==> src/afc_map.svh <==
// register indices, field positions, masks and reset values of the analog front end control
`ifndef AFC_MAP_SVH
`define AFC_MAP_SVH

// =====================================================================
// register indices (byte address = index * 4)
`define AFC_IDX_REGULATOR  8'h8A
`define AFC_IDX_PUMP       8'h8B
`define AFC_IDX_AMP2_DIV   8'hB9
`define AFC_IDX_AMP2_MODE  8'hBA
`define AFC_IDX_AMP1_DIV   8'hBB
`define AFC_IDX_AMP1_MODE  8'hBC

// =====================================================================
// field positions
`define AFC_REG_HIGH_BIT   0
`define AFC_REG_LOW_BIT    1
`define AFC_PUMP_MSB       1
`define AFC_PUMP_LSB       0
`define AFC_EN_BIT         0
`define AFC_G1_MSB         2
`define AFC_G1_LSB         1
`define AFC_G2_MSB         7
`define AFC_G2_LSB         4

// =====================================================================
// implemented bits, reset values, divider constants
`define AFC_MASK_REGULATOR 8'h03
`define AFC_MASK_PUMP      8'h03
`define AFC_MASK_MODE      8'hF7
`define AFC_MASK_DIV       8'hFF
`define AFC_RST_VAL        8'h00
`define AFC_SPAN_LAST      8'hFF
`define AFC_DIV_SPAN       9'h100
`define AFC_POST_DIV       8
`define AFC_G1_BASE_SHIFT  3'h4

`endif

==> src/afc_pkg.sv <==
// shared types of the analog front end control
package afc_pkg;

  typedef logic [7:0] afc_byte_t;

  typedef enum logic [1:0] {
    AFC_PUMP_FASTEST,
    AFC_PUMP_FASTER,
    AFC_PUMP_SLOWER,
    AFC_PUMP_SLOWEST
  } afc_pump_speed_e;

endpackage

==> src/afc_gain_decode.sv <==
// decodes one amplifier mode byte into stage gains and their product
`timescale 1ns/1ps
`default_nettype none
`include "afc_map.svh"

module afc_gain_decode
  import afc_pkg::*;
(
  input  wire logic        pclk,
  input  wire logic        presetn,
  input  wire afc_byte_t   mode,
  output logic [7:0]       stage1_gain,
  output logic [15:0]      stage2_gain,
  output logic [23:0]      total_gain
);

  // =====================================================================
  // stage-two gain table, unsigned fixed point with 12 fraction bits
  localparam logic [15:0] G2_LUT [16] = '{
    16'h1536, 16'h1618, 16'h1706, 16'h1800, 16'h1907, 16'h1A1B, 16'h1B3E, 16'h1C72,
    16'h1DB7, 16'h1F0F, 16'h207C, 16'h2200, 16'h239D, 16'h2555, 16'h272C, 16'h2925
  };
  localparam logic [7:0]  G1_AT_RESET    = 8'h10;
  localparam logic [23:0] TOTAL_AT_RESET = 24'h015360;

  logic [3:0] g2_code;
  logic [2:0] g1_shift;

  assign g2_code  = mode[`AFC_G2_MSB:`AFC_G2_LSB];
  assign g1_shift = `AFC_G1_BASE_SHIFT + {1'b0, mode[`AFC_G1_MSB:`AFC_G1_LSB]};

  // stage one is a power of two, so the product is a shift of the table value
  always_ff @(posedge pclk or negedge presetn) begin
    if (!presetn) begin
      stage1_gain <= G1_AT_RESET;
      stage2_gain <= G2_LUT[0];
      total_gain  <= TOTAL_AT_RESET;
    end else begin
      stage1_gain <= 8'h01 << g1_shift;
      stage2_gain <= G2_LUT[g2_code];
      total_gain  <= {8'h00, G2_LUT[g2_code]} << g1_shift;
    end
  end

endmodule
`default_nettype wire

==> src/afc_work_clkdiv.sv <==
// amplifier working clock divider: (256 - divisor) oscillator ticks, then a further 8
`timescale 1ns/1ps
`default_nettype none
`include "afc_map.svh"

module afc_work_clkdiv
  import afc_pkg::*;
#(
  parameter int POST_DIV = `AFC_POST_DIV
) (
  input  wire logic      pclk,
  input  wire logic      presetn,
  input  wire logic      enable,
  input  wire logic      hosc_tick,
  input  wire afc_byte_t divisor,
  output logic           work_clk,
  output logic           work_tick
);

  localparam int PW = $clog2(POST_DIV);

  afc_byte_t       span_q;
  logic            pre_q;
  logic [PW-1:0]   post_q;
  logic [PW-1:0]   post_inc;

  assign post_inc = post_q + PW'(1);

  // =====================================================================
  // first stage: count oscillator ticks from divisor up to 255
  always_ff @(posedge pclk or negedge presetn) begin
    if (!presetn) begin
      span_q <= `AFC_RST_VAL;
      pre_q  <= 1'b0;
    end else if (!enable) begin
      span_q <= divisor;
      pre_q  <= 1'b0;
    end else if (hosc_tick) begin
      if (span_q == `AFC_SPAN_LAST) begin
        span_q <= divisor;
        pre_q  <= 1'b1;
      end else begin
        span_q <= span_q + 8'h01;
        pre_q  <= 1'b0;
      end
    end else begin
      pre_q <= 1'b0;
    end
  end

  // =====================================================================
  // second stage: fixed post divider, square wave out
  always_ff @(posedge pclk or negedge presetn) begin
    if (!presetn) begin
      post_q    <= '0;
      work_clk  <= 1'b0;
      work_tick <= 1'b0;
    end else if (!enable) begin
      post_q    <= '0;
      work_clk  <= 1'b0;
      work_tick <= 1'b0;
    end else if (pre_q) begin
      post_q    <= post_inc;
      work_clk  <= post_inc[PW-1];
      work_tick <= (post_inc == '0);
    end else begin
      work_tick <= 1'b0;
    end
  end

  // =====================================================================
  // helper: oscillator ticks seen between two first-stage pulses
  logic [8:0] seen_q;
  logic       clean_q;
  afc_byte_t  div_prev_q;

  always_ff @(posedge pclk or negedge presetn) begin
    if (!presetn) begin
      seen_q     <= 9'h000;
      clean_q    <= 1'b0;
      div_prev_q <= `AFC_RST_VAL;
    end else begin
      div_prev_q <= divisor;
      clean_q    <= enable & (pre_q | clean_q) & (divisor == div_prev_q);
      if (!enable || pre_q) begin
        seen_q <= {8'h00, hosc_tick & enable};
      end else begin
        seen_q <= seen_q + {8'h00, hosc_tick};
      end
    end
  end
endmodule
`default_nettype wire

==> src/afc_frontend_ctrl.sv <==
// analog front end control: APB register file, regulator and pump controls, two amp channels
//
// Overview of operation
// - Regulator register bit 0 switches the higher analog regulator on at 1 and off at 0.
// - Regulator register bit 1 switches the lower analog regulator on at 1 and off at 0.
// - Pump clock select 00, 01, 10, 11 picks fastest, faster, slower, slowest pump clock.
// - Amp 1 mode bit 0 enables that channel at 1 and disables it at 0.
// - Amp 1 mode bits 2:1 give stage-one gain 16, 32, 64 or 128.
// - Amp 1 mode bits 7:4 give a stage-two gain rising from about 1.33 to 2.57.
// - Amp 2 mode register uses the same enable and gain encodings as amp 1.
// - Overall amplifier gain is stage-one gain times stage-two gain.
// - Amp 1 working clock is the oscillator divided by 256 minus its divisor, then by 8.
// - Amp 2 working clock uses its own divisor with the same formula.
//
// The APB register port was decided locally.
`timescale 1ns/1ps
`default_nettype none
`include "afc_map.svh"

module afc_frontend_ctrl
  import afc_pkg::*;
(
  input  wire logic              pclk,
  input  wire logic              presetn,
  input  wire logic              psel,
  input  wire logic              penable,
  input  wire logic              pwrite,
  input  wire logic [11:0]       paddr,
  input  wire logic [31:0]       pwdata,
  input  wire logic [3:0]        pstrb,
  output logic [31:0]            prdata,
  output logic                   pready,
  output logic                   pslverr,
  input  wire logic              hosc_tick,
  output logic                   analog_reg_high_enable,
  output logic                   analog_reg_low_enable,
  output afc_pump_speed_e        pump_speed,
  output logic [1:0]             amp_channel_enable,
  output logic [1:0][7:0]        amp_stage1_gain,
  output logic [1:0][15:0]       amp_stage2_gain,
  output logic [1:0][23:0]       amp_total_gain,
  output logic [1:0]             amp_work_clk,
  output logic [1:0]             amp_work_tick
);

  localparam int NCH = 2;

  // =====================================================================
  // register state
  afc_byte_t       regulator_mode_register_q;
  afc_byte_t       pump_clock_select_q;
  afc_byte_t       amp_mode_q [NCH];
  afc_byte_t       amp_clock_divisor_q [NCH];
  afc_pump_speed_e pump_speed_q;
  logic [31:0]     prdata_q;
  logic            pready_q;
  logic            pslverr_q;

  // =====================================================================
  // address decode
  logic      addr_ok;
  afc_byte_t reg_idx;
  logic      hit_reg;
  logic      hit_pump;
  logic [1:0] hit_mode;
  logic [1:0] hit_div;
  logic      hit_any;
  logic      setup_phase;
  logic      wr_commit;
  afc_byte_t rd_data;

  // index sits in address bits 9:2; byte lane bits and top bits must be zero
  assign reg_idx     = paddr[9:2];
  assign addr_ok     = (paddr[11:10] == 2'h0) && (paddr[1:0] == 2'h0);
  assign hit_reg     = addr_ok && (reg_idx == `AFC_IDX_REGULATOR);
  assign hit_pump    = addr_ok && (reg_idx == `AFC_IDX_PUMP);
  assign hit_mode[0] = addr_ok && (reg_idx == `AFC_IDX_AMP1_MODE);
  assign hit_mode[1] = addr_ok && (reg_idx == `AFC_IDX_AMP2_MODE);
  assign hit_div[0]  = addr_ok && (reg_idx == `AFC_IDX_AMP1_DIV);
  assign hit_div[1]  = addr_ok && (reg_idx == `AFC_IDX_AMP2_DIV);
  assign hit_any     = hit_reg | hit_pump | (|hit_mode) | (|hit_div);
  assign setup_phase = psel & ~penable;
  // registers are eight bits wide, so only lane 0 carries a write
  assign wr_commit   = psel & penable & pready_q & pwrite & pstrb[0];

  // =====================================================================
  // read mux; unimplemented bits come back as zero
  always_comb begin
    rd_data = `AFC_RST_VAL;
    if (hit_reg) begin
      rd_data = regulator_mode_register_q & `AFC_MASK_REGULATOR;
    end else if (hit_pump) begin
      rd_data = pump_clock_select_q & `AFC_MASK_PUMP;
    end else begin
      for (int i = 0; i < NCH; i++) begin
        if (hit_mode[i]) begin
          rd_data = amp_mode_q[i] & `AFC_MASK_MODE;
        end
        if (hit_div[i]) begin
          rd_data = amp_clock_divisor_q[i];
        end
      end
    end
  end

  // =====================================================================
  // APB handshake: zero wait states, answer prepared during setup
  always_ff @(posedge pclk or negedge presetn) begin
    if (!presetn) begin
      pready_q  <= 1'b0;
      pslverr_q <= 1'b0;
      prdata_q  <= 32'h0000_0000;
    end else begin
      pready_q  <= setup_phase;
      pslverr_q <= setup_phase & ~hit_any;
      if (setup_phase && !pwrite) begin
        prdata_q <= {24'h00_0000, rd_data};
      end else begin
        prdata_q <= 32'h0000_0000;
      end
    end
  end

  assign prdata  = prdata_q;
  assign pready  = pready_q;
  assign pslverr = pslverr_q;

  // =====================================================================
  // regulator and pump registers
  always_ff @(posedge pclk or negedge presetn) begin
    if (!presetn) begin
      regulator_mode_register_q <= `AFC_RST_VAL;
    end else if (wr_commit && hit_reg) begin
      regulator_mode_register_q <= pwdata[7:0] & `AFC_MASK_REGULATOR;
    end
  end

  always_ff @(posedge pclk or negedge presetn) begin
    if (!presetn) begin
      pump_clock_select_q <= `AFC_RST_VAL;
    end else if (wr_commit && hit_pump) begin
      pump_clock_select_q <= pwdata[7:0] & `AFC_MASK_PUMP;
    end
  end

  assign analog_reg_high_enable = regulator_mode_register_q[`AFC_REG_HIGH_BIT];
  assign analog_reg_low_enable  = regulator_mode_register_q[`AFC_REG_LOW_BIT];

  // pump speed held in its own flop so the port is glitch free
  always_ff @(posedge pclk or negedge presetn) begin
    if (!presetn) begin
      pump_speed_q <= AFC_PUMP_FASTEST;
    end else begin
      unique case (pump_clock_select_q[`AFC_PUMP_MSB:`AFC_PUMP_LSB])
        2'h0: pump_speed_q <= AFC_PUMP_FASTEST;
        2'h1: pump_speed_q <= AFC_PUMP_FASTER;
        2'h2: pump_speed_q <= AFC_PUMP_SLOWER;
        2'h3: pump_speed_q <= AFC_PUMP_SLOWEST;
      endcase
    end
  end

  assign pump_speed = pump_speed_q;

  // =====================================================================
  // amplifier channels; index 0 is amp 1, index 1 is amp 2
  // no interlock on regulator state: enabling order is left to software
  genvar ch;
  generate
    for (ch = 0; ch < NCH; ch++) begin : g_chan
      always_ff @(posedge pclk or negedge presetn) begin
        if (!presetn) begin
          amp_mode_q[ch] <= `AFC_RST_VAL;
        end else if (wr_commit && hit_mode[ch]) begin
          amp_mode_q[ch] <= pwdata[7:0] & `AFC_MASK_MODE;
        end
      end

      always_ff @(posedge pclk or negedge presetn) begin
        if (!presetn) begin
          amp_clock_divisor_q[ch] <= `AFC_RST_VAL;
        end else if (wr_commit && hit_div[ch]) begin
          amp_clock_divisor_q[ch] <= pwdata[7:0] & `AFC_MASK_DIV;
        end
      end

      assign amp_channel_enable[ch] = amp_mode_q[ch][`AFC_EN_BIT];

      afc_gain_decode u_gain (
        .pclk        (pclk),
        .presetn     (presetn),
        .mode        (amp_mode_q[ch]),
        .stage1_gain (amp_stage1_gain[ch]),
        .stage2_gain (amp_stage2_gain[ch]),
        .total_gain  (amp_total_gain[ch])
      );

      afc_work_clkdiv #(
        .POST_DIV (`AFC_POST_DIV)
      ) u_div (
        .pclk      (pclk),
        .presetn   (presetn),
        .enable    (amp_mode_q[ch][`AFC_EN_BIT]),
        .hosc_tick (hosc_tick),
        .divisor   (amp_clock_divisor_q[ch]),
        .work_clk  (amp_work_clk[ch]),
        .work_tick (amp_work_tick[ch])
      );
    end
  endgenerate
endmodule
`default_nettype wire

==> config.mk <==
export PLATFORM = sky130hd
export DESIGN_NAME = afc_frontend_ctrl
export DESIGN_NICKNAME = d
export VERILOG_FILES = /design/src/afc_pkg.sv /design/src/afc_gain_decode.sv /design/src/afc_work_clkdiv.sv /design/src/afc_frontend_ctrl.sv
export VERILOG_INCLUDE_DIRS = /design/src
export SDC_FILE = /design/constraint.sdc
export NUM_CORES = 1
export LEC_CHECK = 0
export CORE_MARGIN = 4
export CORE_UTILIZATION = 25
export CTS_BUF_LIST = sky130_fd_sc_hd__clkbuf_2
export DETAILED_ROUTE_END_ITERATION = 8
export DONT_BUFFER_PORTS = 1
export HOLD_SLACK_MARGIN = 0.15
export PLACE_DENSITY = 0.38
export SLEW_MARGIN = 0
export SYNTH_ARGS = -nofsm -noshare
export SYNTH_HDL_FRONTEND = slang
export SYNTH_SLANG_ARGS = --single-unit
==> constraint.sdc <==
create_clock -name pclk -period 2.2 [get_ports pclk]
set_clock_uncertainty 0.2 [all_clocks]
set_input_delay 0.22 -clock pclk [delete_from_list [all_inputs] [get_ports pclk]]
set_output_delay 0.22 -clock pclk [all_outputs]
set_load 0.01 [all_outputs]
==> results of run 1 <==
-- synthesized netlist by cell type (9+ instances only) --
cell	instances	area (um^2)
a21oi_1	24	120
and2_1	11	68.8
buf_4	57	428
clkbuf_1	22	82.6
dfrtp_1	112	2800
dfstp_2	30	788
ha_1	20	250
inv_1	20	75.1
mux2_2	44	495
mux2i_1	34	340
mux4_2	10	225
nand2_1	30	113
nand2b_1	9	56.3
nand4_1	9	56.3
nor2_1	30	113
nor2b_1	19	119
o21ai_0	20	100
-- path summary, 6_finish.rpt --
path                       depth (start not counted)                                from                                   endpoint
max in group asynchronous                          0                             presetn  g_chan[0].u_gain.stage1_gain[4]$_DFF_PN1_
hold / removal                                     0                             presetn  g_chan[1].u_gain.stage2_gain[7]$_DFF_PN0_
setup / recovery                                   5          amp_mode_q[12]$_DFFE_PN0P_  g_chan[0].u_gain.total_gain[15]$_DFF_PN0_
hold reg to reg                                    0  pump_clock_select_q[1]$_DFFE_PN0P_                    pump_speed[1]$_DFF_PN0_
setup reg to reg                                   5          amp_mode_q[12]$_DFFE_PN0P_  g_chan[0].u_gain.total_gain[15]$_DFF_PN0_
min in group pclk                                  4                            paddr[6]                        prdata[0]$_DFF_PN0_
-- layout make-up --
cell class              count  share of cell area [%]
clock buffers              19                    1.14
inverters                  21                   0.946
well taps                 378                    5.67
repair buffers             91                    9.58
diodes                      3                  0.0900
flip-flops and latches    142                    43.2
multi-input cells         417                    37.7
clock inverters            13                    1.67
-- placed cells by master (no fill, tap or decap), types with 5 or more instances in the layout --
cell type,instances
nand2b_1,9
xnor2_1,5
mux4_2,10
nand2_1,30
and3_1,6
mux2_2,44
o21a_1,6
inv_1,18
dfrtp_1,105
o21ai_0,17
a22o_1,5
clkbuf_2,19
o211ai_1,5
ha_1,18
buf_4,50
a21oi_1,22
dfstp_2,30
dlygate4sd3_1,39
mux2i_1,34
nand4_1,9
nor2b_1,19
nand3b_1,8
nand3_1,7
and2_1,11
conb_1,50
nor2_1,30
dfrtp_2,7
-- stage by stage --
stage	hold slack (ns)	setup TNS, ns
floorplan	-0.276	0
global placement	-0.271	-0.197
detailed placement	-0.270	-0.174
CTS	-1.12	0
global route	-1.16	-0.0198
finish	-1.02	0
-- power by group --
| group | internal, mW | switching, mW | leakage (nW) |
|---|---|---|---|
| clock network | 0.533 | 1.01 | 0.137 |
| logic | 0.0490 | 0.0917 | 1.72 |
| registers | 2.62 | 0.00278 | 1.87 |
| total | 3.20 | 1.10 | 3.72 |
-- per-layer routing --
metal / vias to the layer above / GRT usage, %
met1: 2390 / 14.5
met5: - / 0
met4: 2 / 2.64
li1: 2227 / -
met2: 143 / 18.1
met3: 18 / 3.89
-- flip-flops by register name (all words and copies together) (netlist names) --
register and count:
amp_clock_divisor_q 16, amp_channel_enable 2, g_chan.u_gain.stage1_gain 8, g_chan.u_div.work_clk 1, g_chan.u_gain.total_gain 34, g_chan.u_div.work_tick 2, amp_mode_q 12, pslverr 1
pump_clock_select_q 2, regulator_mode_register_q 2, g_chan.u_div.post_q 5, g_chan.u_div.span_q 16, pump_speed 2, g_chan.u_div.pre_q 2, prdata 8, g_chan.u_gain.stage2_gain 28
pready 1
-- cells by family (layout without fill, tap and decap cells) --
group                    after synthesis  in the layout  synth area share, %
AND/OR/NAND/NOR                      154            154                 12.2
flip-flops                           142            142                 50.3
buffers and inverters                110            144                 8.92
AO/OA/AOI/OAI                         97             97                 9.18
multiplexers                          88             88                 14.9
adder cells (fa/ha/maj)               20             20                 3.50
XOR/XNOR                               8              8                0.981
other                                  1             53               0.0525
-- critical path: cells and delay by family (launching register included) --
family / cells / cell delay [ns]
adder cells (fa/ha/maj): 1 / 0.23
flip-flops: 1 / 0.47
buffers and inverters: 1 / 0.14
multiplexers: 3 / 1.02
-- repair_timing --
item | in CTS | in global routing
buffers inserted | 0 | 2
setup endpoints to repair | 1 | 22
endpoints found under the hold margin | 204 | 176
hold buffers | 32 | 8
resized for setup | 1 | 14
==> flow_summary.toml, run 1 <==
[clock_network]
numCtsBuffers = 17
root_buffer = "clkbuf_2"
clk_pin_slew_ns = 0.23
cts_tree = "yes"
clock_sink_count = 142
clkLatencyLatePin_ns = 0.68
htree_levels = 4
clock_path_buffers = 2

[placed_design]
place_ws_ns = -0.174
place_congestion = 0.819
dp_hpwl_um = 12800
io_buffers = 0
place_inst = 1007
postPlaceCellArea_um2 = 7620

[synthesis]
synth_area_um2 = 7140
ys_ff_latch = 142
synthArstFlopShare_pct = 100
syn_inst = 620
yosysSeqAreaShare_pct = 50.3
ys_types = 60
synth_warnings = 0
avgSynthCellArea_um2 = 11.5
synth_flop_cell = "dfrtp_1"
synth_edf_count = 0

[layout]
drive_gt1_share_pct = 27.2
finalNetCount = 764
multi_input_area_um2 = 3150
design_area_um2 = 8340
post-route-util_pct = 29.8
seq_area_um2 = 3600
syn2layout_area_growth_pct = 16.7
final_cells = 1084
fill_cells = 2939

[routing]
routedWlPerCell_um = 16.3
vias = 4780
drtIter0Drc = 219
ant_nets = 0
drc = 0
finalWirelength_um = 17600
viasPerCell = 4.41
wl_met2_um = 8460
wl_met1_um = 7650
top_layer = "met5"
wl_met3_um = 1330
drtPass1Iterations = 4

[sta]
report.final.setup_viol = 0
maxSlewHeadroom_pct = 46.1
finalHoldViolations = 151
fin_crit_ns = 2.14
holdWs_ns = -1.02
worstMarginPinSlew_ns = 0.808
fin_crit_sh_pct = 97.3
maxSlewViolCount = 0
setup_slack_ns = 0.0603
fmaxAchievable_ghz = 0.467

[worst_setup_path]
cp-start-kind = "register"
arrival_ns = 2.53
crit_type = "register to register"
path_common_cell = "mux2_2"
cpPeakStageDelay_ns = 0.47
crit_required_ns = 2.59
critPathSlowestCell = "dfrtp_2"
crit_path_end_kind = "register"
crit_fanout = 4
regToRegSetupSlack_ns = 0.06
worstPathCellList = "inv_1 -> ha_4 -> mux4_2 -> mux2_2 -> mux2_2"

[global_route]
gr-total-overflow = 0
track_usage_pct = 11.2
grt_pass1_vias = 4839
grt_pass1_wl_um = 27700
antenna_found_initial = 4
grt_start_max_net_pins = 143

[die]
initial_utilization_pct = 25.5
fp.dieArea_um2 = 31300
num_rows = 61
die_w_um = 177
die_y_um = 177
io_pins = 194
core_area_um2 = 28000

[pwr]
ir_drop_mv = 0.207
cellLeakagePower_nw = 3.72
p_total_mw = 4.31
powerDensity_nw_per_um2 = 517

[worst_hold_path]
min_path_type = "primary input to async pin"

[outcome]
outcome = "complete, but fails checks"
violations = "negative hold slack"

[flow_run]
drv_cap = 0
Note: power is estimated with default switching activity, not from simulation.
==> run 2: changes to the inputs <==
- SYNTH_HIERARCHICAL: not set -> 1
==> run 2 against run 1 <==
Against the previous run: the run ends with negative hold slack, negative setup slack left; worst hold slack got worse by 0.029 ns; combinational power rose by 45%; clock power shrank 3%; sequential share of layout area is 1.8 points lower; sequential power is essentially flat; wire length grew 17%; die area is 7.3% higher; global-route usage is 0.91 points higher; cell area increased by 4.2%; sequential cell count is the same; area after synthesis is 7.7% higher; worst setup slack worse by 0.12 ns; critical path type is now primary input to register.
==> flow_summary.toml, run 2 <==
[outcome]
outcome = "complete, but fails checks"
violations = "negative hold slack, negative setup slack"

[clock_network]
clk_pin_slew_ns = 0.26
htree_levels = 4
cts_setup_buffers = 0
clkLatencyLatePin_ns = 0.73
numCtsBuffers = 17
clock_sink_count = 142
cts_tree = "yes"
clock_path_buffers = 2
root_buffer = "clkbuf_2"

[synthesis]
synth_warnings = 6
yosysSeqAreaShare_pct = 46.7
yosys-top-cells-area = "dfrtp_1 36%, dfstp_2 10%, mux2i_1 5.7%"
synthArstFlopShare_pct = 100
synth_edf_count = 0
ys_types = 82
synth_area_um2 = 7690
ys_ff_latch = 142
yosys.area.top_type = "dfrtp_1"
avgSynthCellArea_um2 = 10.9
netlist.area_leader.share_pct = 36.4
synthMostInstantiatedCell = "dfrtp_1"
syn_inst = 703
synth_flop_cell = "dfrtp_1"
ys_top_cells_by_count = "112 x dfrtp_1, 57 x buf_4, 44 x mux2i_1"

[routing]
vias = 5432
drc = 0
drtPass1Iterations = 5
routedWlPerCell_um = 17.7
drtIter0Drc = 275
viasPerCell = 4.67
ant_nets = 0
finalWirelength_um = 20600

[die]
num_rows = 63
die_w_um = 183
core_area_um2 = 30000
initial_utilization_pct = 25.6
die_y_um = 183
io_pins = 194
fp.dieArea_um2 = 33600

[worst_setup_path]
crit_path_end_kind = "register"
crit_type = "primary input to register"
crit_fanout = 4
regToRegStartpoint = "pready$_DFF_PN0_"
regToRegSetupSlack_ns = 0.09
reg2reg_to = "amp_channel_enable[0]$_DFFE_PN0P_"
critical_path.endpoint = "pslverr$_DFF_PN0_"
arrival_ns = 2.71
crit_required_ns = 2.65
reg2regPathDepth = 6
crit_start = "paddr[11]"
cp-start-kind = "primary input"

[layout]
mostFrequentLayoutCells = "110 x dfrtp_1, 50 x conb_1, 44 x mux2i_1"
design_area_um2 = 8690
fill_cells = 3164
multi_input_area_um2 = 3570
final_cells = 1162
reg_top3 = "g_chan.u_gain/total_gain: 34 flops, g_chan.u_gain/stage2_gain: 28 flops"
seq_area_um2 = 3590
final_common_cell = "dfrtp_1"
syn2layout_area_growth_pct = 12.9
drive_gt1_share_pct = 22.0
finalNetCount = 834
top_register = "g_chan.u_gain/total_gain"
largest_register_ff_count = 34

[global_route]
grt_pass1_vias = 5441
grt_pass1_wl_um = 32000
met3_usage_pct = 3.09
grt_busiest_layer = "met2"
antenna_found_initial = 1
use_met2_pct = 18.2
gr-total-overflow = 0
grt_util_met1_pct = 17.4
track_usage_pct = 12.1
grt_start_max_net_pins = 143

[pwr]
pwr-share-seq_pct = 60.6
ir_drop_mv = 0.217
p_int_mw = 3.12
cellLeakagePower_nw = 3.91
clkPwrFrac_pct = 34.7
switching_share_pct = 28.0
switchingPower_mw = 1.21
p_total_mw = 4.33
powerDensity_nw_per_um2 = 499
pwr-share-comb_pct = 4.7

[sta]
fin_crit_sh_pct = 103
fmaxAchievable_ghz = 0.443
maxSlewViolCount = 0
holdWs_ns = -1.05
setup_slack_ns = -0.0593
finalHoldViolations = 142
worstMarginPinSlew_ns = 1.00
fin_crit_ns = 2.26
report.final.setup_viol = 1
rsz0062_at_grt = "yes"
maxSlewHeadroom_pct = 33.0

[placed_design]
io_buffers = 0
place_inst = 1088
postPlaceCellArea_um2 = 8020
place_ws_ns = -0.0120
place_congestion = 0.788
dp_hpwl_um = 14800

[flow_run]
drv_cap = 0

[worst_hold_path]
min_path_type = "primary input to async pin"
run 2: changes by cell type after synthesis, sizes merged, moves of 7 or more:
cell and change:
nand3 +13, nor3 +12, mux2i +11, nor2 +11, and2 -8, clkbuf -8
mux4 -8, o21ai +8, buf +7, o22ai +7
run 2: area by class of cell:
class,count,area share [%]
repair buffers,77,8.08
flip-flops and latches,142,41.4
well taps,390,5.62
clock buffers,17,0.979
diodes,1,0.0288
multi-input cells,492,41.1
clock inverters,15,1.64
inverters,28,1.21
run 2: worst min path at each step:
stage	start	to	slack, ns	cells past startpoint
6_report	presetn	g_chan[0].u_div/span_q[0]$_DFFE_PN0P_	-1.05	0
3_5_place_dp	presetn	g_chan[0].u_gain/stage2_gain[0]$_DFF_PN0_	-0.27	0
4_1_cts	presetn	pready$_DFF_PN0_	-1.20	0
3_3_place_gp	presetn	g_chan[0].u_gain/total_gain[7]$_DFF_PN0_	-0.27	0
5_1_grt	presetn	amp_mode_q[9]$_DFFE_PN0P_	-1.23	0
2_1_floorplan	presetn	amp_channel_enable[0]$_DFFE_PN0P_	-0.28	0
run 2: stage by stage:
step | hold WS (ns) | util, % | TNS (ns)
after floorplan | -0.276 | - | 0
after global placement | -0.271 | 26.7 | 0
after detailed placement | -0.270 | 26.7 | -0.0120
after CTS | -1.20 | 28.8 | 0
after global routing | -1.23 | 28.9 | -0.0136
final | -1.05 | 28.9 | -0.0593
run 2: cells by family (layout without fill, tap and decap cells):
logic type	after synthesis	count (layout)	share of synthesized area, %
AO/OA/AOI/OAI	139	139	13.0
buffers and inverters	116	137	9.42
AND/OR/NAND/NOR	186	186	13.8
XOR/XNOR	10	10	1.14
adder cells (fa/ha/maj)	22	22	3.58
other	3	51	0.146
flip-flops	142	142	46.7
multiplexers	85	85	12.2
run 2: power by group through the flow:
| stage | clock (mW) | sequential, mW | combinational (mW) |
|---|---|---|---|
| finish | 1.50 | 2.62 | 0.205 |
| CTS | 1.61 | 2.63 | 0.196 |
| floorplan | 0 | 2.67 | 0.168 |
| global route | 1.74 | 2.63 | 0.221 |
| global placement | 0 | 2.67 | 0.101 |
| detailed placement | 0 | 2.67 | 0.102 |
run 2: repair_timing:
item	4_1_cts	5_1_grt
resized for setup	1	8
setup endpoints to repair	1	27
hold buffers	40	1
endpoints found under the hold margin	204	143
run 2: worst max-delay path: stages:
cell           delay, ns
dlygate4sd3_1       0.57
or4b_1              0.62
a2111oi_0           0.50
a2111oi_0           0.17
dlygate4sd3_1       0.62
run 2: routing by layer:
metal	part of all wire (%)	wire, um	vias to the layer above
li1	-	-	2546
met1	49	10000	2689
met2	44	9050	183
met3	5.8	1190	14
met4	1.5	302	0
met5	0	0	-
